--- src/lagg_pkg.sv ---
// Shared constants and types for the aggregator state and statistics block.
package lagg_pkg;
	// Register byte offsets on the Wishbone slave.
	localparam logic [7:0] ADR_ADMIN = 8'h00;
	localparam logic [7:0] ADR_STATUS = 8'h04;
	localparam logic [7:0] ADR_LAST = 8'h08;
	localparam logic [7:0] ADR_TIME = 8'h0c;
	localparam logic [7:0] ADR_RATE_LO = 8'h10;
	localparam logic [7:0] ADR_RATE_HI = 8'h14;
	localparam logic [1:0] ADR_CNT_PAGE = 2'h1;
	// Counter indices; counter i sits at byte 8'h40 + 4*i.
	localparam int NCNT = 10;
	localparam int CIW = 4;
	localparam logic [3:0] CNT_TX_OCT = 4'h0;
	localparam logic [3:0] CNT_RX_OCT = 4'h1;
	localparam logic [3:0] CNT_TX_FRM = 4'h2;
	localparam logic [3:0] CNT_RX_FRM = 4'h3;
	localparam logic [3:0] CNT_TX_GRP = 4'h4;
	localparam logic [3:0] CNT_RX_GRP = 4'h5;
	localparam logic [3:0] CNT_TX_BC = 4'h6;
	localparam logic [3:0] CNT_RX_BC = 4'h7;
	localparam logic [3:0] CNT_TX_DROP = 4'h8;
	localparam logic [3:0] CNT_RX_DROP = 4'h9;
	localparam logic [3:0] CNT_LAST = 4'h9;
	// Values after reset.
	localparam logic ADMIN_RST = 1'b1;
	// Time since reset advances in hundredths of a second.
	localparam int CLK_NS = 40;
	localparam int TICK_NS = 10000000;
	localparam int TICK_CYC = TICK_NS / CLK_NS;
	typedef enum logic [3:0] {
		S_INIT = 4'h1,
		S_IDLE = 4'h2,
		S_UPD = 4'h4,
		S_BRD = 4'h8
	} lagg_seq_t;
endpackage : lagg_pkg

--- src/lagg_mem_if.sv ---
// Port bundle between the sequencer and the counter memory.
`timescale 1ns/1ns
interface lagg_mem_if #(
	parameter int DW = 32,
	parameter int AW = 4
);
	logic rd_en;
	logic [AW-1:0] rd_addr;
	logic [DW-1:0] rd_data;
	logic wr_en;
	logic [AW-1:0] wr_addr;
	logic [DW-1:0] wr_data;
	modport user (output rd_en, rd_addr, wr_en, wr_addr, wr_data,
		input rd_data);
	modport mem (input rd_en, rd_addr, wr_en, wr_addr, wr_data,
		output rd_data);
endinterface : lagg_mem_if

--- src/lagg_cnt_mem.sv ---
// Statistics counter storage with registered read data.
`timescale 1ns/1ns
module lagg_cnt_mem #(
	parameter int DW = 32,
	parameter int DEPTH = 10,
	parameter int AW = 4
) (
	input wire logic clk_i,
	lagg_mem_if.mem m
);
	import lagg_pkg::*;
	logic [DW-1:0] ram [0:DEPTH-1];

	always_ff @(posedge clk_i)
	begin
		if (m.wr_en)
			ram[m.wr_addr] <= m.wr_data;
		if (m.rd_en)
			m.rd_data <= ram[m.rd_addr];
	end
endmodule : lagg_cnt_mem

--- src/lagg_timebase.sv ---
// Free running time since reset, in ticks of a clock divider.
`timescale 1ns/1ns
module lagg_timebase #(
	parameter int TICK_CYC = lagg_pkg::TICK_CYC,
	parameter int TW = 32
) (
	input wire logic clk_i,
	input wire logic rst_i,
	output logic [TW-1:0] time_o
);
	import lagg_pkg::*;
	localparam int DW = $clog2(TICK_CYC + 1);
	logic [DW-1:0] div_r;
	wire tick = div_r == DW'(TICK_CYC - 1);

	always_ff @(posedge clk_i)
	begin
		if (rst_i)
		begin
			div_r <= '0;
			time_o <= '0;
		end
		else
		begin
			div_r <= tick ? '0 : div_r + DW'(1);
			if (tick)
				time_o <= time_o + TW'(1);
		end
	end
endmodule : lagg_timebase

--- src/lagg_state_stats.sv ---
// Aggregator state control and statistics counters behind Wishbone.
`timescale 1ns/1ns
// How it works
// - Admin down forces the operational state down.
// - Operational up needs admin up and an attached collecting port.
// - No attached collecting port, or none attached, gives down.
// - Admin register reads back its value; writes with byte lane 0 enabled replace it.
// - Each operational change latches time since reset, read only.
// - State older than the last management reinit reads time zero.
// - Aggregate rate is active link count times one link's rate.
// - Counters are read only, cleared only by reset; octets keep up.
// - Frame and drop counters keep up with the frame rate.
// - Tx octets add data frame lengths, control frames excluded.
// - Rx octets add collected data lengths, not control or drops.
// - Tx frames count data frames, control excluded, drops excluded.
// - Rx frames count collected data frames only.
// - Tx group counts non-broadcast group data frames.
// - Rx group counts collected non-broadcast group data frames.
// - Tx broadcast counts broadcast data frames.
// - Rx broadcast skips control, bad slow frames, collection drops.
// - Tx drops count flush discards and excess collision discards.
// - Rx drops count data frames on ports not collecting.
module lagg_state_stats #(
	parameter int PORTS = 4,
	parameter int PIW = 2,
	parameter int CW = 32,
	parameter int TICK_CYC = lagg_pkg::TICK_CYC
) (
	input wire logic clk_i,
	input wire logic rst_i,
	input wire logic wb_cyc_i,
	input wire logic wb_stb_i,
	input wire logic wb_we_i,
	input wire logic [7:0] wb_adr_i,
	input wire logic [3:0] wb_sel_i,
	input wire logic [31:0] wb_dat_i,
	output logic [31:0] wb_dat_o,
	output logic wb_ack_o,
	input wire logic [PORTS-1:0] port_attached_i,
	input wire logic [PORTS-1:0] port_collecting_i,
	input wire logic [PORTS-1:0] port_distributing_i,
	input wire logic [31:0] link_bps_i,
	input wire logic mgmt_reinit_i,
	input wire logic tx_frame_i,
	input wire logic [PIW-1:0] tx_port_i,
	input wire logic [15:0] tx_len_i,
	input wire logic tx_ctrl_pdu_i,
	input wire logic tx_group_i,
	input wire logic tx_bcast_i,
	input wire logic tx_flush_drop_i,
	input wire logic tx_coll_drop_i,
	input wire logic rx_frame_i,
	input wire logic [PIW-1:0] rx_port_i,
	input wire logic [15:0] rx_len_i,
	input wire logic rx_ctrl_pdu_i,
	input wire logic rx_bad_slow_i,
	input wire logic rx_group_i,
	input wire logic rx_bcast_i,
	output logic agg_admin_state_o,
	output logic agg_oper_state_o
);
	import lagg_pkg::*;

	function automatic logic [CIW-1:0] first_set(
		input logic [NCNT-1:0] v
	);
		first_set = '0;
		for (int i = NCNT - 1; i >= 0; i--)
			if (v[i])
				first_set = CIW'(i);
	endfunction : first_set

	function automatic logic [7:0] pop_count(input logic [PORTS-1:0] v);
		pop_count = '0;
		for (int i = 0; i < PORTS; i++)
			pop_count = pop_count + 8'(v[i]);
	endfunction : pop_count

	logic agg_admin_state_r;
	logic agg_oper_state_r;
	logic stale_r;
	logic [31:0] last_state_change_time_r;
	logic [31:0] time_since_reset;
	logic [63:0] aggregate_bit_rate_r;
	lagg_seq_t st_r;
	lagg_seq_t st_nxt;
	logic [NCNT-1:0] pend_r;
	logic [NCNT-1:0] pend_set;
	logic [NCNT-1:0] pend_nxt;
	logic [CW-1:0] tx_oct_r;
	logic [CW-1:0] rx_oct_r;
	logic [CW-1:0] tx_oct_nxt;
	logic [CW-1:0] rx_oct_nxt;
	logic [CW-1:0] evt_r [NCNT];
	logic [CIW-1:0] sidx_r;
	logic [CIW-1:0] init_r;
	logic ack_r;
	logic [31:0] dat_r;

	lagg_mem_if #(.DW(CW), .AW(CIW)) m ();

	lagg_cnt_mem #(
		.DW(CW),
		.DEPTH(NCNT),
		.AW(CIW)
	) u_mem (
		.clk_i(clk_i),
		.m(m)
	);

	lagg_timebase #(
		.TICK_CYC(TICK_CYC),
		.TW(32)
	) u_time (
		.clk_i(clk_i),
		.rst_i(rst_i),
		.time_o(time_since_reset)
	);

	// Operational state and the time it was entered.
	wire any_coll = |(port_attached_i & port_collecting_i);
	wire oper_nxt = agg_admin_state_r & any_coll;
	wire oper_chg = oper_nxt != agg_oper_state_r;
	wire [31:0] last_rd = stale_r ? 32'h0 : last_state_change_time_r;
	wire [7:0] active_w = pop_count(port_attached_i & port_collecting_i
		& port_distributing_i);

	always_ff @(posedge clk_i)
	begin
		if (rst_i)
		begin
			agg_oper_state_r <= 1'b0;
			last_state_change_time_r <= 32'h0;
			stale_r <= 1'b0;
			aggregate_bit_rate_r <= 64'h0;
		end
		else
		begin
			agg_oper_state_r <= oper_nxt;
			if (oper_chg)
				last_state_change_time_r <= time_since_reset;
			// A change in the same cycle as a reinit is newer than it.
			stale_r <= !oper_chg && (stale_r || mgmt_reinit_i);
			aggregate_bit_rate_r <= 64'(active_w) * 64'(link_bps_i);
		end
	end

	// Frame events; a port counts only while attached here, flush discards excepted.
	wire tx_mem = port_attached_i[tx_port_i];
	wire rx_mem = port_attached_i[rx_port_i];
	wire tx_ok = tx_frame_i && tx_mem && !tx_ctrl_pdu_i;
	wire rx_data = rx_frame_i && rx_mem && !rx_ctrl_pdu_i && !rx_bad_slow_i;
	wire rx_ok = rx_data && port_collecting_i[rx_port_i];
	wire rx_drop = rx_data && !port_collecting_i[rx_port_i];
	wire tx_drop = tx_flush_drop_i || (tx_coll_drop_i && tx_mem);

	assign pend_set[CNT_TX_OCT] = tx_ok;
	assign pend_set[CNT_RX_OCT] = rx_ok;
	assign pend_set[CNT_TX_FRM] = tx_ok;
	assign pend_set[CNT_RX_FRM] = rx_ok;
	assign pend_set[CNT_TX_GRP] = tx_ok && tx_group_i && !tx_bcast_i;
	assign pend_set[CNT_RX_GRP] = rx_ok && rx_group_i && !rx_bcast_i;
	assign pend_set[CNT_TX_BC] = tx_ok && tx_bcast_i;
	assign pend_set[CNT_RX_BC] = rx_ok && rx_bcast_i;
	assign pend_set[CNT_TX_DROP] = tx_drop;
	assign pend_set[CNT_RX_DROP] = rx_drop;

	// Wishbone decode.
	wire bus_req = wb_cyc_i && wb_stb_i && !ack_r;
	wire adr_cnt = (wb_adr_i[7:6] == ADR_CNT_PAGE)
		&& (wb_adr_i[5:2] <= CNT_LAST);
	wire cnt_rd = bus_req && adr_cnt && !wb_we_i;
	wire reg_acc = bus_req && !cnt_rd;
	wire admin_wr = reg_acc && wb_we_i && (wb_adr_i == ADR_ADMIN)
		&& wb_sel_i[0];
	wire [31:0] reg_rd =
		(wb_adr_i == ADR_ADMIN) ? {31'h0, agg_admin_state_r} :
		(wb_adr_i == ADR_STATUS) ? {31'h0, agg_oper_state_r} :
		(wb_adr_i == ADR_LAST) ? last_rd :
		(wb_adr_i == ADR_TIME) ? time_since_reset :
		(wb_adr_i == ADR_RATE_LO) ? aggregate_bit_rate_r[31:0] :
		(wb_adr_i == ADR_RATE_HI) ? aggregate_bit_rate_r[63:32] :
		32'h0;

	// Counter update sequencer. One read-modify-write per counter takes
	// two cycles; pending bits and per-counter sums absorb events that
	// arrive meanwhile, so no count is lost however close they come.
	wire in_init = st_r == S_INIT;
	wire in_upd = st_r == S_UPD;
	wire [CW-1:0] inc_w = (sidx_r == CNT_TX_OCT) ? tx_oct_r :
		(sidx_r == CNT_RX_OCT) ? rx_oct_r : evt_r[sidx_r];
	wire [NCNT-1:0] pend_clr = in_upd ? (NCNT'(1) << sidx_r) : '0;

	assign m.rd_en = st_r == S_IDLE;
	assign m.rd_addr = cnt_rd ? wb_adr_i[5:2] : first_set(pend_r);
	assign m.wr_en = in_upd || in_init;
	assign m.wr_addr = in_init ? init_r : sidx_r;
	assign m.wr_data = in_init ? '0 : m.rd_data + inc_w;
	// A set in the cycle of its clear survives.
	assign pend_nxt = (pend_r & ~pend_clr) | pend_set;
	assign tx_oct_nxt = (pend_clr[CNT_TX_OCT] ? '0 : tx_oct_r)
		+ (tx_ok ? CW'(tx_len_i) : '0);
	assign rx_oct_nxt = (pend_clr[CNT_RX_OCT] ? '0 : rx_oct_r)
		+ (rx_ok ? CW'(rx_len_i) : '0);

	always_comb
	begin
		st_nxt = st_r;
		unique case (st_r)
			S_INIT:
				if (init_r == CNT_LAST)
					st_nxt = S_IDLE;
			S_IDLE:
				if (cnt_rd)
					st_nxt = S_BRD;
				else if (|pend_r)
					st_nxt = S_UPD;
			S_UPD:
				st_nxt = S_IDLE;
			S_BRD:
				st_nxt = S_IDLE;
			default:
				st_nxt = S_INIT;
		endcase
	end

	always_ff @(posedge clk_i)
	begin
		if (rst_i)
		begin
			st_r <= S_INIT;
			init_r <= '0;
			sidx_r <= '0;
			pend_r <= '0;
			tx_oct_r <= '0;
			rx_oct_r <= '0;
		end
		else
		begin
			st_r <= st_nxt;
			if (in_init)
				init_r <= init_r + CIW'(1);
			if (m.rd_en)
				sidx_r <= m.rd_addr;
			pend_r <= pend_nxt;
			tx_oct_r <= tx_oct_nxt;
			rx_oct_r <= rx_oct_nxt;
		end
	end

	// Event counts gather here until their counter's turn comes, so
	// back-to-back frames on one counter are never folded into one.
	always_ff @(posedge clk_i)
	begin
		for (int i = 0; i < NCNT; i++)
			if (rst_i)
				evt_r[i] <= '0;
			else
				evt_r[i] <= (pend_clr[i] ? '0 : evt_r[i])
					+ CW'(pend_set[i]);
	end

	// Bus answer; counter writes are acknowledged and ignored.
	always_ff @(posedge clk_i)
	begin
		if (rst_i)
		begin
			agg_admin_state_r <= ADMIN_RST;
			ack_r <= 1'b0;
			dat_r <= 32'h0;
		end
		else
		begin
			if (admin_wr)
				agg_admin_state_r <= wb_dat_i[0];
			ack_r <= reg_acc || (st_r == S_BRD);
			if (st_r == S_BRD)
				dat_r <= m.rd_data;
			else if (reg_acc)
				dat_r <= reg_rd;
		end
	end

	assign wb_ack_o = ack_r;
	assign wb_dat_o = dat_r;
	assign agg_admin_state_o = agg_admin_state_r;
	assign agg_oper_state_o = agg_oper_state_r;
endmodule : lagg_state_stats

--- config.mk ---
export PLATFORM = sky130hd
export DESIGN_NAME = lagg_state_stats
export DESIGN_NICKNAME = d
export VERILOG_FILES = /design/src/lagg_pkg.sv /design/src/lagg_mem_if.sv /design/src/lagg_cnt_mem.sv /design/src/lagg_timebase.sv /design/src/lagg_state_stats.sv
export SDC_FILE = /design/constraint.sdc
export NUM_CORES = 2
export LEC_CHECK = 0
export ABC_AREA = 1
export ABC_CLOCK_PERIOD_IN_PS = 11510
export BUFFER_PORTS_ARGS = -buffer_cell sky130_fd_sc_hd__buf_2
export CORE_ASPECT_RATIO = 1.1
export CORE_MARGIN = 1
export CORE_UTILIZATION = 51
export DETAILED_ROUTE_END_ITERATION = 6
export GPL_ROUTABILITY_DRIVEN = 0
export MAX_ROUTING_LAYER = met4
export PLACE_DENSITY = 0.67
export SYNTH_ARGS = -nofsm -noshare
export SYNTH_HDL_FRONTEND = slang
export SYNTH_HIERARCHICAL = 1
export SYNTH_SLANG_ARGS = --single-unit
--- constraint.sdc ---
create_clock -name clk_i -period 11.51 [get_ports clk_i]
set_input_delay 0.5755 -clock clk_i [delete_from_list [all_inputs] [get_ports clk_i]]
set_output_delay 0.5755 -clock clk_i [all_outputs]
set_load 0.005 [all_outputs]
* Word-level counts from Yosys, hierarchy flattened *
Memories as Yosys holds them, arrays and structs flattened. A register that Yosys moved wholly into a read port is not among the register bits.
Cells that the tools add are included.

word-level totals
  register bits after elaboration = 268
  RAM bits = 640
  input bits = 141
  output and inout bits = 35
  logic and storage cells = 186
  memories = 2

operators by class
  $add $sub $neg = 19
  multiply operators = 1
  $lt $le $gt $ge = 3
  eq/ne operators = 16
  shift operators = 1
  mux-type cells = 66
  bitwise logic cells = 16
  reduce and logical (&&, ||, !) cells = 46

memory list
  name       words  width  rd ports  clocked after memory_dff  wr ports  line                    RTL
  evt_r      10     32     11        1                         10        lagg_state_stats.sv:94  logic [CW-1:0] evt_r [NCNT];
  u_mem.ram  10     32     1         1                         1         lagg_cnt_mem.sv:12      logic [DW-1:0] ram [0:DEPTH-1];

operators with widths
  operator                 number
  $mux W32                 34
  $add A32 B1 Y32          10
  $mux W4                  17
  $add A32 B16 Y32         2
  $mul A4 B32 Y36          1
  $add A32 B1 Y32 const B  1
  $add A32 B32 Y32         1
  $mux W16                 2
  $logic_and A1 B1 Y1      24
  $add A18 B1 Y18 const B  1
  $eq A18 B18 Y1 const B   1
  $eq A8 B4 Y1 const B     2
  $eq A8 B5 Y1 const B     2
  $pmux W4 S3              1
  $and A10 B10 Y10         1
  $logic_not A1 Y1         10
  $mux W10                 1
  $not A10 Y10             1
  $or A1 B1 Y1             10
  $or A10 B10 Y10          1
  $reduce_or A10 Y1        1
  $shl A1 B4 Y10 const A   1
  $and A4 B4 Y4            2
  $eq A4 B1 Y1 const B     2
  24 further kinds         39

* Depth between registers and ports, before layout *
  depth in word-level cells = 13
  gate-level depth with buffers = 25
  gate-level depth less buffers = 24

* By module *
The synthesis kept the hierarchy.

modules (own cells, without submodules)
  module            instances  cells each  area each (um2)  sequential area each (um2)
  lagg_state_stats  1          6654        38912.3          10289.9
  lagg_cnt_mem      1          1271        14432.6          10570.1
  lagg_timebase     1          458         2856.5           1001.0

* Worst setup path before layout *
OpenSTA, ideal clock, no wires.

  kind = input-to-reg
  start = input port port_distributing_i[0]
  end = register aggregate_bit_rate_r[24]
  library setup time = 0.116 ns
  data arrival time = 4.334 ns
  data required time = 11.394 ns
  path slack = 7.061 ns
  stages on the path = 20
  buffers on the path = 1
  cell sequence = nand3_1 -> fa_1 -> inv_1 -> ha_1 -> ha_1 -> clkbuf_1 -> nand2_1 -> inv_1 -> ha_1 -> fa_1 -> fa_1 -> nand2_1 -> nand2_1 -> o21ai_0 -> o21ai_0 -> nand2_1 -> nand2_1 -> a21o_1 -> o21ai_0 -> nor2_1

between the ends
  word-level cells in the longest chain between the ends = 5

RTL lines
  what                  line                     RTL
  from (decl)           lagg_state_stats.sv:41   input wire logic [PORTS-1:0] port_distributing_i,
  $and A4 B4 Y4         lagg_state_stats.sv:126  & port_distributing_i);
  $add A1 B1 Y2         lagg_state_stats.sv:76   pop_count = pop_count + 8'(v[i]);
  $add A2 B1 Y3         lagg_state_stats.sv:76
  $add A3 B1 Y4         lagg_state_stats.sv:76
  $mul A4 B32 Y36       lagg_state_stats.sv:144  aggregate_bit_rate_r <= 64'(active_w) * 64'(link_bps_i);
  to (signal assigned)  lagg_state_stats.sv:144
  to (decl)             lagg_state_stats.sv:84   logic [63:0] aggregate_bit_rate_r;

Every way passes these cells.
A chain may end at the register's enable or synchronous reset.

==> results.md <==
* Worst hold slack at between 0.1 and 0.15 ns
* Die area at about 110000 sq um
* CP arrival at around 6.5 ns
* Worst Hold Class: input port to flop
* Synth warn at 6
* Nets at about 8700
* # clock sinks at between 900 and 1000
* Final Hold Fails at 0
* # DRC at 2
* Sequential power share at a little under half
* Switching share of power at roughly 28%
* Initial Util at ~50%
* Setup_tns at 0 ns
* Outcome: complete, but fails checks
* CP endpoint kind: flop
* Largest regs: evt_r (320), u_mem/ram (320), aggregate_bit_rate_r (36)
* Area grow syn2layout at 8.82%
* Final Setup Violations at 0
* CTS Root Buffer Type: clkbuf_16
* Failing checks: design-rule violations
* RSZ-0062 raised after global routing: false
* Worst endpoint required time at roughly 12 ns
* Ys flop type: dfxtp_1
* Port Buffer Count at ~140
* Final slew viol count at 0
* Initial antenna violation count at 1
* DR pass1 iterations at 7
* Drt wl/cell at 18.5 um
* Internal at ~6 mW
* Post-detail-place hpwl at between 100 and 150 mm
* Placed cell count at slightly below 10000
* Clock-pin slew on the worst setup and hold paths at approximately 0.07 ns
* Crit path kind: flop to flop
* Slew @ Worst Pin at about 1.2 ns
* Netlist Area Pre-Place at 56200 sq um
* Die span in x at between 300 and 400 um
* Largest net degree at the start of global routing at 106
* Initial DRC count at ~5400
* H-tree levels at 3
* F_max at ~160 MHz
* Post-synth EDFFs at between 300 and 400
* GRT overflow at 0
* Non-filler cells, final at just under 10000
* Synth async-reset ratio at 0%
* Clk_skew at between 0.03 and 0.04 ns
* Total wire length at between 150 and 200 mm
* Minimum clock period at just over 6 ns
* Combinational power share at about 14%
* Relative slew slack at between 10% and 20%
* PD cells at between 100 and 150 nW/um^2
* Sw power at 2.29 mW
* Vias in the first global route at slightly above 50000
* Distinct cell type count after synthesis at 56
* Post-route ant nets at 0
* Post_cts resized at 0
* Longest Clk Path Bufs at 3
* Number of setup buffers added after CTS at 0
* Fillers at ~11000
* Clk pwr share at between 40% and 50%
* Crit path launch type: flop
* Syn Inst Count at between 8000 and 9000
* Layout cells sized above 1 at about 5.5%
* Leak pwr at about 25 nW
* Cts bufs inserted at just under 100
* Total number of vias at around 55000
* Hold-fix buffers, CTS at 0
* #FFs+latches synth at ~920
* Site Rows at approximately 130
* First-pass GRT wire length at around 280 mm
* CP Max Fanout at 81
* Seq/Total Area, Yosys at between 30% and 40%
* Period utilization at around 54%
* Number of max-cap violations at 0
* CTS tree: yes
* Post-DP Area at between 50000 and 60000 sq um
* DIE HEIGHT at between 300 and 400 um
* Post-DR vias/cell at 5.53
* Max rail drop VDD at around 150 uV
* Final instance area at around 61000 sq um
* I/O pin count at 176
* Core Area at between 100000 and 150000 sq um
* Total global routing track utilization at between 30% and 40%
* Clk_lat worst skew at approximately 0.70 ns
* Post-Syn Area per Cell at roughly 6.7 sq um
* Net count after synthesis at roughly 8700
[power groups by stage]
stage	clock network, mW	logic (mW)	registers [mW]
global placement	0	1.07	3.84
CTS	3.31	1.09	3.78
global route	3.43	1.20	3.80
finish	3.27	1.10	3.78
detailed placement	0	1.08	3.85
floorplan	0	0.684	3.83
[final timing paths]
kind,startpoint,end,slack (ns),depth (start not counted)
min reg2reg,pend_r[1],pend_r[1],0.47,2
max reg2reg,flop,u_mem/ram[9][19],5.35,18
max,flop,u_mem/ram[9][19],5.35,18
min,wb_dat_i[0],agg_admin_state_o,0.14,3
[routing by layer]
| metal | vias up | GRT usage [%] | share of wire [%] |
|---|---|---|---|
| met5 | - | - | 0 |
| met4 | 0 | 19.4 | 6.3 |
| met3 | 476 | 5.30 | 8.2 |
| met2 | 2202 | 52.1 | 45 |
| met1 | 25000 | 40.1 | 40 |
| li1 | 27000 | - | - |
[synth_stat cells, types with 3 or more instances]
cell / instances / area share, %
a211oi_1: 27 / 0.36
a21boi_0: 8 / 0.11
a21o_1: 28 / 0.37
a21oi_1: 722 / 6.4
a221oi_1: 10 / 0.16
a22oi_1: 31 / 0.41
a31oi_1: 14 / 0.16
buf_1: 33 / 0.22
buf_2: 68 / 0.61
buf_4: 16 / 0.21
buf_6: 16 / 0.32
clkbuf_1: 162 / 1.1
clkinv_1: 3 / 0.020
dfxtp_1: 564 / 20
edfxtp_1: 352 / 19
fa_1: 34 / 1.2
ha_1: 156 / 3.5
inv_1: 1247 / 8.3
inv_2: 12 / 0.080
nand2_1: 1999 / 13
nand2_2: 8 / 0.089
nand3_1: 702 / 6.3
nand3_2: 11 / 0.20
nand3b_1: 65 / 0.87
nand4_1: 69 / 0.77
nor2_1: 1262 / 8.4
nor2_2: 41 / 0.46
nor2_4: 5 / 0.10
nor3_1: 63 / 0.56
nor3_2: 3 / 0.053
nor3b_1: 3 / 0.040
nor4_1: 5 / 0.056
o2111ai_1: 3 / 0.047
o211ai_1: 23 / 0.31
o21a_1: 19 / 0.25
o21ai_0: 522 / 4.6
o21bai_1: 15 / 0.20
or2_1: 17 / 0.19
or2_2: 5 / 0.056
xnor2_1: 7 / 0.11
xor2_1: 13 / 0.20
[critical path: stages, from the launching register on]
cell and delay, ns:
dfxtp_4 0.47, inv_4 0.51, buf_4 0.72, nand2_1 0.12
o211ai_1 0.14, o211ai_1 0.29, o21ai_0 0.16, nor2_1 0.06
o21ai_0 0.74, a22oi_1 0.25, ha_1 0.45, nand2_1 0.10
nor2_1 0.15, inv_1 0.10, nor3_1 0.31, nand4_1 0.16
nand3b_1 0.17, o21ai_0 0.09, a21oi_1 0.71
[final cells by class]
cell class	count	area [sq um]	area share (%)
Multi-Input combinational cell	5908	28400	46.4
Sequential cell	916	21900	35.8
Inverter	1263	4750	7.77
Clock buffer	135	2820	4.61
Tap cell	1419	1780	2.90
Timing Repair Buffer	192	1100	1.80
Clock inverter	45	464	0.759
Antenna cell	1	2.50	0.00409
[placed cells by master, fill, tap and decap left out, drive strengths merged, types with 19 or more instances in the layout]
master	instances
o21ai	523
a21oi	722
inv	1265
nand2	2008
dfxtp	564
o21a	19
nand3	713
clkinv	31
fa	34
edfxtp	352
clkbuf	135
nand4	71
nand3b	65
nor3	66
o211ai	23
nor2	1308
a22oi	31
or2	24
a21o	28
buf	192
a211oi	27
ha	156
[metrics by stage]
step	total power, mW	setup WS [ns]	utilization, %
final	8.14	5.35	56.0
after detailed placement	4.93	5.82	53.0
after CTS	8.18	5.79	56.0
after floorplan	4.52	7.06	-
after global routing	8.43	5.24	56.0
after global placement	4.91	5.86	53.0
[kinds of logic after synthesis]
family          count (synthesis)  share of synthesized area, %
simple gates                 4268                          31.6
buf+inv                      1559                          10.9
compound gates               1430                          13.6
flops                         916                          38.9
fa+ha+maj                     190                          4.68
xor+xnor                       20                         0.312
Power figures use the tool's default switching activity.
